<file path="src/spm_consts.vh">
// constants for the sleep/idle power manager
// assumes a 200 MHz system clock and a 16-bit control register view
`ifndef SPM_CONSTS_VH
`define SPM_CONSTS_VH

// ----------------------------------------
// reset control register bit positions
// ----------------------------------------
`define SPM_RESET_CONTROL_REGISTER_MAIN_KEEP_BIT 8
`define SPM_RESET_CONTROL_REGISTER_FLASH_KEEP_BIT 11
`define SPM_RESET_CONTROL_REGISTER_RESET 16'h0000

// ----------------------------------------
// first timer control stop-in-idle bit
// ----------------------------------------
`define SPM_TIMER_SIDL_BIT 13

// ----------------------------------------
// power-save operand encoding
// ----------------------------------------
`define SPM_OP_SLEEP 1'h0
`define SPM_OP_IDLE 1'h1

// ----------------------------------------
// restart timing, in clock cycles
// ----------------------------------------
`define SPM_RESUME_MIN 2
`define SPM_RESUME_MAX 4
`define SPM_RESUME_CYC 3'h3

// ----------------------------------------
// width of peripheral enable vectors
// ----------------------------------------
`define SPM_NPERIPH 8

`endif

</file>
<file path="src/spm_power_manager.v">
// sleep and idle power manager for a 16-bit signal-controller core
// assumes the core retires power-save with an operand, peripherals honour
// enables, and rstn comes from any device reset source
//
// Summary of operation
// sleep gates system clock; on-chip oscillator off when in use
// clock failure monitor disabled throughout sleep
// low-power rc clock runs in sleep when watchdog enabled
// watchdog count cleared just before sleep takes effect
// system-clock peripherals disabled in sleep; external-clock and change-notify kept
// sleep exits on enabled interrupt, any reset, or watchdog timeout
// wake from sleep keeps the clock source selected at entry
// regulators enter standby in sleep when keep-active bits 8 and 11 clear
// a set keep-active bit keeps its regulator active through sleep
// core stops fetching and executing while idle
// watchdog count cleared on entry to idle
// system clock runs in idle; peripherals run unless individually stopped
// low-power rc clock runs in idle if watchdog or monitor enabled
// idle exits on enabled interrupt, any reset, or watchdog timeout
// core clock restored on idle exit, execution resumes 2 to 4 cycles later; here core clock returns with wake_resume, 3 cycles after leaving idle
// each peripheral has a stop-in-idle bit; timer one uses bit 13
// interrupt during power-save entry is deferred, then wakes immediately
// power-save operand selects sleep or idle, decoded at retire
`timescale 1ns/1ps
`include "spm_consts.vh"
module spm_power_manager
(
  input wire clk,
  input wire rstn,
  input wire power_save_retire,
  input wire power_save_operand,
  input wire irq_pending,
  input wire watchdog_timeout,
  input wire watchdog_timer_enable,
  input wire clock_failure_monitor_enable,
  input wire onchip_osc_selected,
  input wire [2:0] clock_source_select,
  input wire [15:0] reset_control_register,
  input wire [15:0] first_timer_control,
  input wire [`SPM_NPERIPH-1:0] periph_stop_in_idle,
  input wire [`SPM_NPERIPH-1:0] periph_ext_clocked,
  input wire input_change_notify_event,
  output reg sys_clk_enable,
  output reg core_clk_enable,
  output reg onchip_osc_enable,
  output reg clock_failure_monitor_active,
  output reg low_power_rc_clock_enable,
  output reg watchdog_clear,
  output reg [`SPM_NPERIPH-1:0] periph_enable,
  output reg input_change_notify_enable,
  output reg main_regulator_standby,
  output reg flash_regulator_standby,
  output reg [2:0] active_clock_source,
  output reg core_halted,
  output reg in_sleep,
  output reg in_idle,
  output reg wake_resume,
  output reg wake_by_irq
);

// ----------------------------------------
// states
// ----------------------------------------
localparam ST_RUN = 3'h0;
localparam ST_ENTER_SLEEP = 3'h1;
localparam ST_SLEEP = 3'h2;
localparam ST_ENTER_IDLE = 3'h3;
localparam ST_IDLE = 3'h4;
localparam ST_RESUME = 3'h5;

// ----------------------------------------
// timeout synchroniser
// ----------------------------------------
wire wdt_timeout_s;

spm_sync u_wdt_sync
(
  .clk(clk),
  .rstn(rstn),
  .d(watchdog_timeout),
  .q(wdt_timeout_s)
);

reg [2:0] state;
reg [2:0] next_state;
reg [2:0] resume_cnt;
reg [2:0] next_resume_cnt;
reg [2:0] entry_clock;
reg irq_deferred;
reg next_irq_deferred;
reg woke_irq;
reg next_woke_irq;

wire main_keep;
wire flash_keep;
wire [`SPM_NPERIPH-1:0] stop_vec;
wire wake_event;

assign main_keep = reset_control_register[`SPM_RESET_CONTROL_REGISTER_MAIN_KEEP_BIT];
assign flash_keep = reset_control_register[`SPM_RESET_CONTROL_REGISTER_FLASH_KEEP_BIT];
// timer one stop bit
assign stop_vec = {periph_stop_in_idle[`SPM_NPERIPH-1:1],
                   periph_stop_in_idle[0] | first_timer_control[`SPM_TIMER_SIDL_BIT]};
// sleep/idle wake sources
assign wake_event = irq_pending | wdt_timeout_s | irq_deferred;

// ----------------------------------------
// next-state logic
// ----------------------------------------
always @*
begin
  next_state = state;
  next_resume_cnt = resume_cnt;
  next_irq_deferred = irq_deferred;
  next_woke_irq = woke_irq;
  case (state)
    ST_RUN:
    begin
      // operand decode at retire
      if (power_save_retire)
      begin
        next_woke_irq = 1'b0;
        // hold coincident interrupt
        next_irq_deferred = irq_pending;
        if (power_save_operand == `SPM_OP_IDLE)
          next_state = ST_ENTER_IDLE;
        else
          next_state = ST_ENTER_SLEEP;
      end
    end
    ST_ENTER_SLEEP:
    begin
      next_irq_deferred = irq_deferred | irq_pending;
      next_state = ST_SLEEP;
    end
    ST_ENTER_IDLE:
    begin
      next_irq_deferred = irq_deferred | irq_pending;
      next_state = ST_IDLE;
    end
    ST_SLEEP, ST_IDLE:
    begin
      // exit on wake event
      if (wake_event)
      begin
        next_woke_irq = irq_pending | irq_deferred;
        next_irq_deferred = 1'b0;
        next_resume_cnt = `SPM_RESUME_CYC;
        next_state = ST_RESUME;
      end
    end
    ST_RESUME:
    begin
      // resume delay count
      if (resume_cnt <= 3'h1)
        next_state = ST_RUN;
      else
        next_resume_cnt = resume_cnt - 3'h1;
    end
    default:
      next_state = ST_RUN;
  endcase
end

always @(posedge clk or negedge rstn)
begin
  if (!rstn)
  begin
    state <= ST_RUN;
    resume_cnt <= 3'h0;
    irq_deferred <= 1'b0;
    woke_irq <= 1'b0;
    entry_clock <= 3'h0;
  end
  else
  begin
    state <= next_state;
    resume_cnt <= next_resume_cnt;
    irq_deferred <= next_irq_deferred;
    woke_irq <= next_woke_irq;
    // latch clock at entry
    if (state == ST_RUN && power_save_retire)
      entry_clock <= clock_source_select;
  end
end

// ----------------------------------------
// registered outputs
// ----------------------------------------
wire sleep_ns;
wire idle_ns;
wire halt_ns;
wire entering_ns;

assign sleep_ns = (next_state == ST_SLEEP);
assign idle_ns = (next_state == ST_IDLE);
assign entering_ns = (next_state == ST_ENTER_SLEEP) || (next_state == ST_ENTER_IDLE);
assign halt_ns = (next_state != ST_RUN);

genvar gi;
generate
  for (gi = 0; gi < `SPM_NPERIPH; gi = gi + 1)
  begin : g_periph
    always @(posedge clk or negedge rstn)
    begin
      if (!rstn)
        periph_enable[gi] <= 1'b1;
      // sleep gating
      else if (sleep_ns)
        periph_enable[gi] <= periph_ext_clocked[gi];
      // selective idle stop
      else if (idle_ns)
        periph_enable[gi] <= ~stop_vec[gi];
      else
        periph_enable[gi] <= 1'b1;
    end
  end
endgenerate

// ----------------------------------------
// clock and oscillator gating
// ----------------------------------------
always @(posedge clk or negedge rstn)
begin
  if (!rstn)
  begin
    sys_clk_enable <= 1'b1;
    core_clk_enable <= 1'b1;
    onchip_osc_enable <= 1'b1;
    clock_failure_monitor_active <= 1'b0;
    low_power_rc_clock_enable <= 1'b0;
    core_halted <= 1'b0;
  end
  else
  begin
    // stop system clock in sleep
    sys_clk_enable <= ~sleep_ns;
    onchip_osc_enable <= ~(sleep_ns & onchip_osc_selected);
    // halt core clock
    core_clk_enable <= ~halt_ns;
    core_halted <= halt_ns;
    // monitor off in sleep
    clock_failure_monitor_active <= clock_failure_monitor_enable & ~sleep_ns;
    // rc clock in sleep
    // rc clock in idle
    if (sleep_ns)
      low_power_rc_clock_enable <= watchdog_timer_enable;
    else
      low_power_rc_clock_enable <= watchdog_timer_enable | clock_failure_monitor_enable;
  end
end

// ----------------------------------------
// watchdog, change-notify and regulators
// ----------------------------------------
always @(posedge clk or negedge rstn)
begin
  if (!rstn)
  begin
    watchdog_clear <= 1'b0;
    input_change_notify_enable <= 1'b1;
    main_regulator_standby <= 1'b0;
    flash_regulator_standby <= 1'b0;
  end
  else
  begin
    // clear watchdog on entry
    // also for idle entry
    watchdog_clear <= entering_ns & watchdog_timer_enable;
    input_change_notify_enable <= 1'b1;
    // regulator standby in sleep
    // keep-active override
    main_regulator_standby <= sleep_ns & ~main_keep;
    flash_regulator_standby <= sleep_ns & ~flash_keep;
  end
end

// ----------------------------------------
// clock source and status flags
// ----------------------------------------
wire resume_done;

assign resume_done = (state == ST_RESUME) && (next_state == ST_RUN);

always @(posedge clk or negedge rstn)
begin
  if (!rstn)
  begin
    active_clock_source <= 3'h0;
    in_sleep <= 1'b0;
    in_idle <= 1'b0;
    wake_resume <= 1'b0;
    wake_by_irq <= 1'b0;
  end
  else
  begin
    // entry clock held until run
    if (state == ST_RUN)
      active_clock_source <= clock_source_select;
    else
      active_clock_source <= entry_clock;
    in_sleep <= sleep_ns;
    in_idle <= idle_ns;
    // resume pulse
    wake_resume <= resume_done;
    wake_by_irq <= resume_done & woke_irq;
  end
end

endmodule // spm_power_manager

</file>
<file path="src/spm_sync.v">
// two-flop synchroniser for one level
// assumes the input is asynchronous to clk
`timescale 1ns/1ps
module spm_sync
(
  input wire clk,
  input wire rstn,
  input wire d,
  output reg q
);

reg meta;

always @(posedge clk or negedge rstn)
begin
  if (!rstn)
  begin
    meta <= 1'b0;
    q <= 1'b0;
  end
  else
  begin
    meta <= d;
    q <= meta;
  end
end

endmodule // spm_sync

</file>
<file path="config.mk">
export PLATFORM = sky130hd
export DESIGN_NAME = spm_power_manager
export DESIGN_NICKNAME = d
export VERILOG_FILES = /design/src/spm_power_manager.v /design/src/spm_sync.v
export VERILOG_INCLUDE_DIRS = /design/src
export SDC_FILE = /design/constraint.sdc
export NUM_CORES = 1
export LEC_CHECK = 0
export ABC_AREA = 1
export BUFFER_PORTS_ARGS = -buffer_cell sky130_fd_sc_hd__buf_4
export CAP_MARGIN = 15
export CORE_UTILIZATION = 25
export CTS_BUF_LIST = sky130_fd_sc_hd__clkbuf_8
export CTS_CLUSTER_DIAMETER = 150
export CTS_CLUSTER_SIZE = 14
export DETAILED_ROUTE_END_ITERATION = 8
export SETUP_SLACK_MARGIN = 0.4
export SYNTH_ARGS = -nofsm -noshare
export SYNTH_HDL_FRONTEND = slang
export SYNTH_SLANG_ARGS = --single-unit
</file>
<file path="constraint.sdc">
create_clock -name clk -period 1.7 [get_ports clk]
set_input_delay 0.34 -clock clk [delete_from_list [all_inputs] [get_ports clk]]
set_output_delay 0.34 -clock clk [all_outputs]
set_load 0.005 [all_outputs]
</file>
* After elaboration in Yosys (flattened, before gate mapping) *
Index checks and enable logic that the tools add are counted.

storage, ports and cells
  bits in registers = 37
  word-level logic and storage cells = 113
  output and inout bits = 25
  bits of input ports = 61

cells by class
  muxes and demuxes = 32
  eq/ne operators = 12
  add/subtract/negate cells = 1
  order comparisons = 1
  reduce and logical (&&, ||, !) cells = 14
  bitwise operators = 24

operators with widths
  operator                                                        number
  two-way mux 1 bit                                               21
  two-way mux 3 bit                                               6
  case mux 3 bit (5 select lines)                                 1
  inverter 1 bit                                                  13
  == test 3 x 2 -> 1 bit, second input constant                   4
  == test 3 bit, second input constant                            3
  AND reduction 3 bit                                             3
  AND 1 bit                                                       6
  == test 3 x 1 -> 1 bit, second input constant                   2
  zero test 3 bit                                                 2
  != test 2 bit, second input constant                            3
  case mux 3 bit (2 select lines)                                 1
  nonzero test 3 bit                                              2
  OR 1 bit                                                        5
  nonzero test 2 bit                                              2
  OR reduction 2 bit                                              2
  less-or-equal comparator 3 x 1 -> 1 bit, second input constant  1
  case mux 1 bit (3 select lines)                                 1
  subtractor 3 x 1 -> 3 bit, second input constant                1
  logical AND 1 bit                                               2
  two-way mux 2 bit                                               1
  case mux 1 bit (2 select lines)                                 1
  logical OR 1 bit                                                1

* Logic depth before layout (Yosys ltp) *
  depth in word-level cells = 7
  depth in mapped cells = 9
  depth with buffers taken out = 9

* Cells and area by module *
Synthesis repeated with hierarchy kept, for this count alone.

unflattened totals
  cell total of the unflattened synthesis = 166
  area total of the unflattened synthesis = 1,572.8 sq um

by module, submodules not included
  module             cells each  times used  area each (sq um)
  spm_power_manager  164         1           1,522.7
  spm_sync           2           1           50.0

* Worst setup path before layout *
Ideal clock, no wire load.

  path kind = register to register
  start = reg resume_cnt[1]
  end = reg core_halted
  setup slack = 0.383 ns
  buffers on the path = 0
  cell stages (with the launch flop) = 10
  arrival time = 1.204 ns
  clock period less this slack = 1.317 ns
  cell sequence = dfrtp_1 -> inv_1 -> ha_1 -> nand2_1 -> nand3_2 -> nand2_1 -> nor2_4 -> nand2_2 -> nor2_4 -> inv_2

between the ends
  longest elaborated chain between the ends = 4

RTL lines
  item                                     RTL line                 source
  from (decl)                              spm_power_manager.v:86   reg [2:0] resume_cnt;
  from (signal assigned)                   spm_power_manager.v:178  resume_cnt <= next_resume_cnt;
  less-or-equal comparator 3 x 1 -> 1 bit  spm_power_manager.v:155  if (resume_cnt <= 3'h1)
  two-way mux 3 bit                        spm_power_manager.v:155
  case mux 3 bit (5 select lines)          spm_power_manager.v:116  case (state)
  nonzero test 3 bit                       spm_power_manager.v:198  assign halt_ns = (next_state != ST_RUN);
  net halt_ns                              spm_power_manager.v:192  wire halt_ns;
  to (signal assigned)                     spm_power_manager.v:241  core_halted <= halt_ns;
  to (decl)                                spm_power_manager.v:54   output reg core_halted,

The timed path passes the listed nets, and every way through them passes these cells.
A chain may end at the register's enable or synchronous reset.

* Worst setup path after layout *
Same ends and word-level chain as after synthesis.

==> qor.txt <==
Initial DRC Count = 60
global-route wire length before repair = 6040 µm
drt via density = 4.16
top cells by area, synth = dfrtp_1, dfstp_2, nand2_1, inv_1, o21ai_0
CTS buffer count = 5
slowest CP cell = dfrtp_1
H-tree depth = 2
final std cells w/o fill = 318
register bit total from synthesis = 37
RSZ-0062 raised after global routing = yes
Max Root-Sink Buffers = 2
Reg2Reg Capture Point = core_halted
Setup-failing EPs final = 0
setup TNS = 0 ns
Synth cell types = 24
final net count = 303
DIE HEIGHT = 82.8 µm
drt total wl = 3670 µm
DR pass1 iterations = 4
Max Freq = 714 MHz
std cell rows = 29
worst path required time = 1.88 ns
Final WS setup = 0.299 ns
largest net degree at the start of global routing = 38
Peak VDD IR = 0.572 mV
commonest cells after routing, fill and taps aside = buf_4, nand2_1, inv_1, dfrtp_1
area grow syn2layout = 48.5%
status = completed
chip width = 82.8 µm
port bufs = 54
post-synthesis sequential area ratio = 57.5%
Routed WL per cell = 11.5 µm
worst reg-to-reg setup slack = 0.30 ns
Via Count = 1323
pre-CTS setup slack = 0.155 ns
core area = 6310 µm²
synthesized area = 1630 µm²
Sw Pwr = 1.64 mW
r2r startpoint = resume_cnt[1]
switching share of power = 39.4%
crit path launch = resume_cnt[1]
Post-Place Cell Area = 2120 µm²
CTS tree = done
Reg clk slew, reported paths = 0.08 ns
area leader, netlist = dfrtp_1
remaining antenna violation count after routing = 0
Syn Inst Count = 167
CP bufs+invs = 3
number of cells on the critical path = 10
Final Critical Period = 1.40 ns
CP Launch Type = flop
placed cell count = 296
Slew Limit Fails = 0
worst reg-to-reg path cell count = 10
fraction of layout cells with a size suffix above 1 = 51.9%
critical path's top delay family = simple AND/OR/NAND/NOR gates
Hold Fails Final Rpt = 0
CP Capture Type = flop
die area = 6860 µm²
worst-skew pair later-pin latency = 0.29 ns
Routability Congestion = 0.759
post-route clock period utilization = 82.4%
clock sink total = 37
Starting Density = 25.9%
arrival time at the worst endpoint = 1.58 ns
HPWL Detailed = 2430 µm
Hold Path Class = primary input to async pin
top cell type's share of synthesized area = 39.8%
Diodes inserted = 0
skew final = 0.00971 ns
Clock power frac = 14.0%
combinational power share = 51.4%
vias in the first global route = 1292
num ports = 86
Reg power frac = 34.6%
GRT overflow = 0
WS Path Type = flop to flop
CP max FO = 4
Avg Synthesized Cell Area = 9.78 µm²
finished layout cell area = 2420 µm²
cell mode on critical path = nand2_4
Root Buffer = clkbuf_8
Final Util = 38.4%
Leakage = 1.21 nW
# DRC = 0
CP cell instances = inv_2, ha_4, nand2_4, nand3_4, nand2_4, nor2_4, buf_12, nand2_4, nor2_4, inv_2
Max stage delay on crit path = 0.40 ns
total track usage = 11.2%
MaxCap Viol Count = 0
Yosys warning total = 0
power per cell area = 1720 nW/µm²
initial antenna violation count = 0
commonest non-fill, non-tap cell in the layout = buf_4
internal power = 2.52 mW
Mapped Nets = 230
through the flow:
stage	hold WS (ns)	total power [mW]
after floorplan	0.0444	2.50
after global placement	0.335	2.99
after detailed placement	0.336	3.04
after CTS	0.0176	4.08
after global routing	0.0305	4.49
final	0.00580	4.16
worst max path at each step:
stage | endpoint | slack (ns)
6_report | core_halted | 0.30
5_1_grt | periph_enable[5] | 0.19
4_1_cts | core_halted | 0.29
3_5_place_dp | periph_enable[0] | 0.16
3_3_place_gp | periph_enable[0] | 0.17
2_1_floorplan | periph_enable[1] | 0.40
timing repair:
action                                  4_1_cts  5_1_grt
resized for setup                            19       10
hold buffers                                  0        0
endpoints found under the setup margin       17       20
setup buffers                                11        3
pin swaps                                     6       13
power groups by stage:
stage                     sequential (mW)  clock (mW)  combinational [mW]
after floorplan                      1.41           0                1.09
after global placement               1.40           0                1.59
after detailed placement             1.41           0                1.63
after CTS                            1.42       0.611                2.05
after global routing                 1.47       0.648                2.37
final                                1.44       0.582                2.14
flip-flops by register name (all words and copies together), names as in the netlist, 3 cells and up:
name / cells
active_clock_source: 3
resume_cnt: 3
entry_clock: 3
state: 3
periph_enable: 8
synthesized netlist by cell type, drive strengths merged:
library cell and n:
buf 3, o21ai 13, ha 2, o31ai 1, nor2 15, and3 1
dfrtp 26, inv 32, nand3 10, dfstp 11, or2 9, a21oi 1
o211ai 1, nand4 9, conb 1, nand2 32
cells by family after synthesis:
logic type                 share of synthesized area [%]
and+or+nand+nor                                     25.6
adders and majority gates                           1.53
DFF                                                 57.5
other                                              0.230
AOI/OAI and AO/OA                                   5.90
buffers and inverters                               9.20
layer usage:
layer / vias up / share of wire [%] / wire, µm / track usage [%]
met3: 10 / 5.1 / 187 / 3.18
met1: 615 / 41 / 1500 / 13.0
li1: 662 / - / - / -
met4: 0 / 2.9 / 108 / 5.33
met5: - / 0 / 0 / 0
met2: 36 / 51 / 1870 / 19.1
cell type report:
cell class / count / area [µm²]
Clock buffer: 5 / 68.8
Inverter: 32 / 130
Multi-Input combinational cell: 95 / 638
Fill cell: 675 / 3890
Clock inverter: 3 / 13.8
Timing Repair Buffer: 69 / 534
Tap cell: 77 / 96.3
Sequential cell: 37 / 943
(Power assumes the default switching activity.)
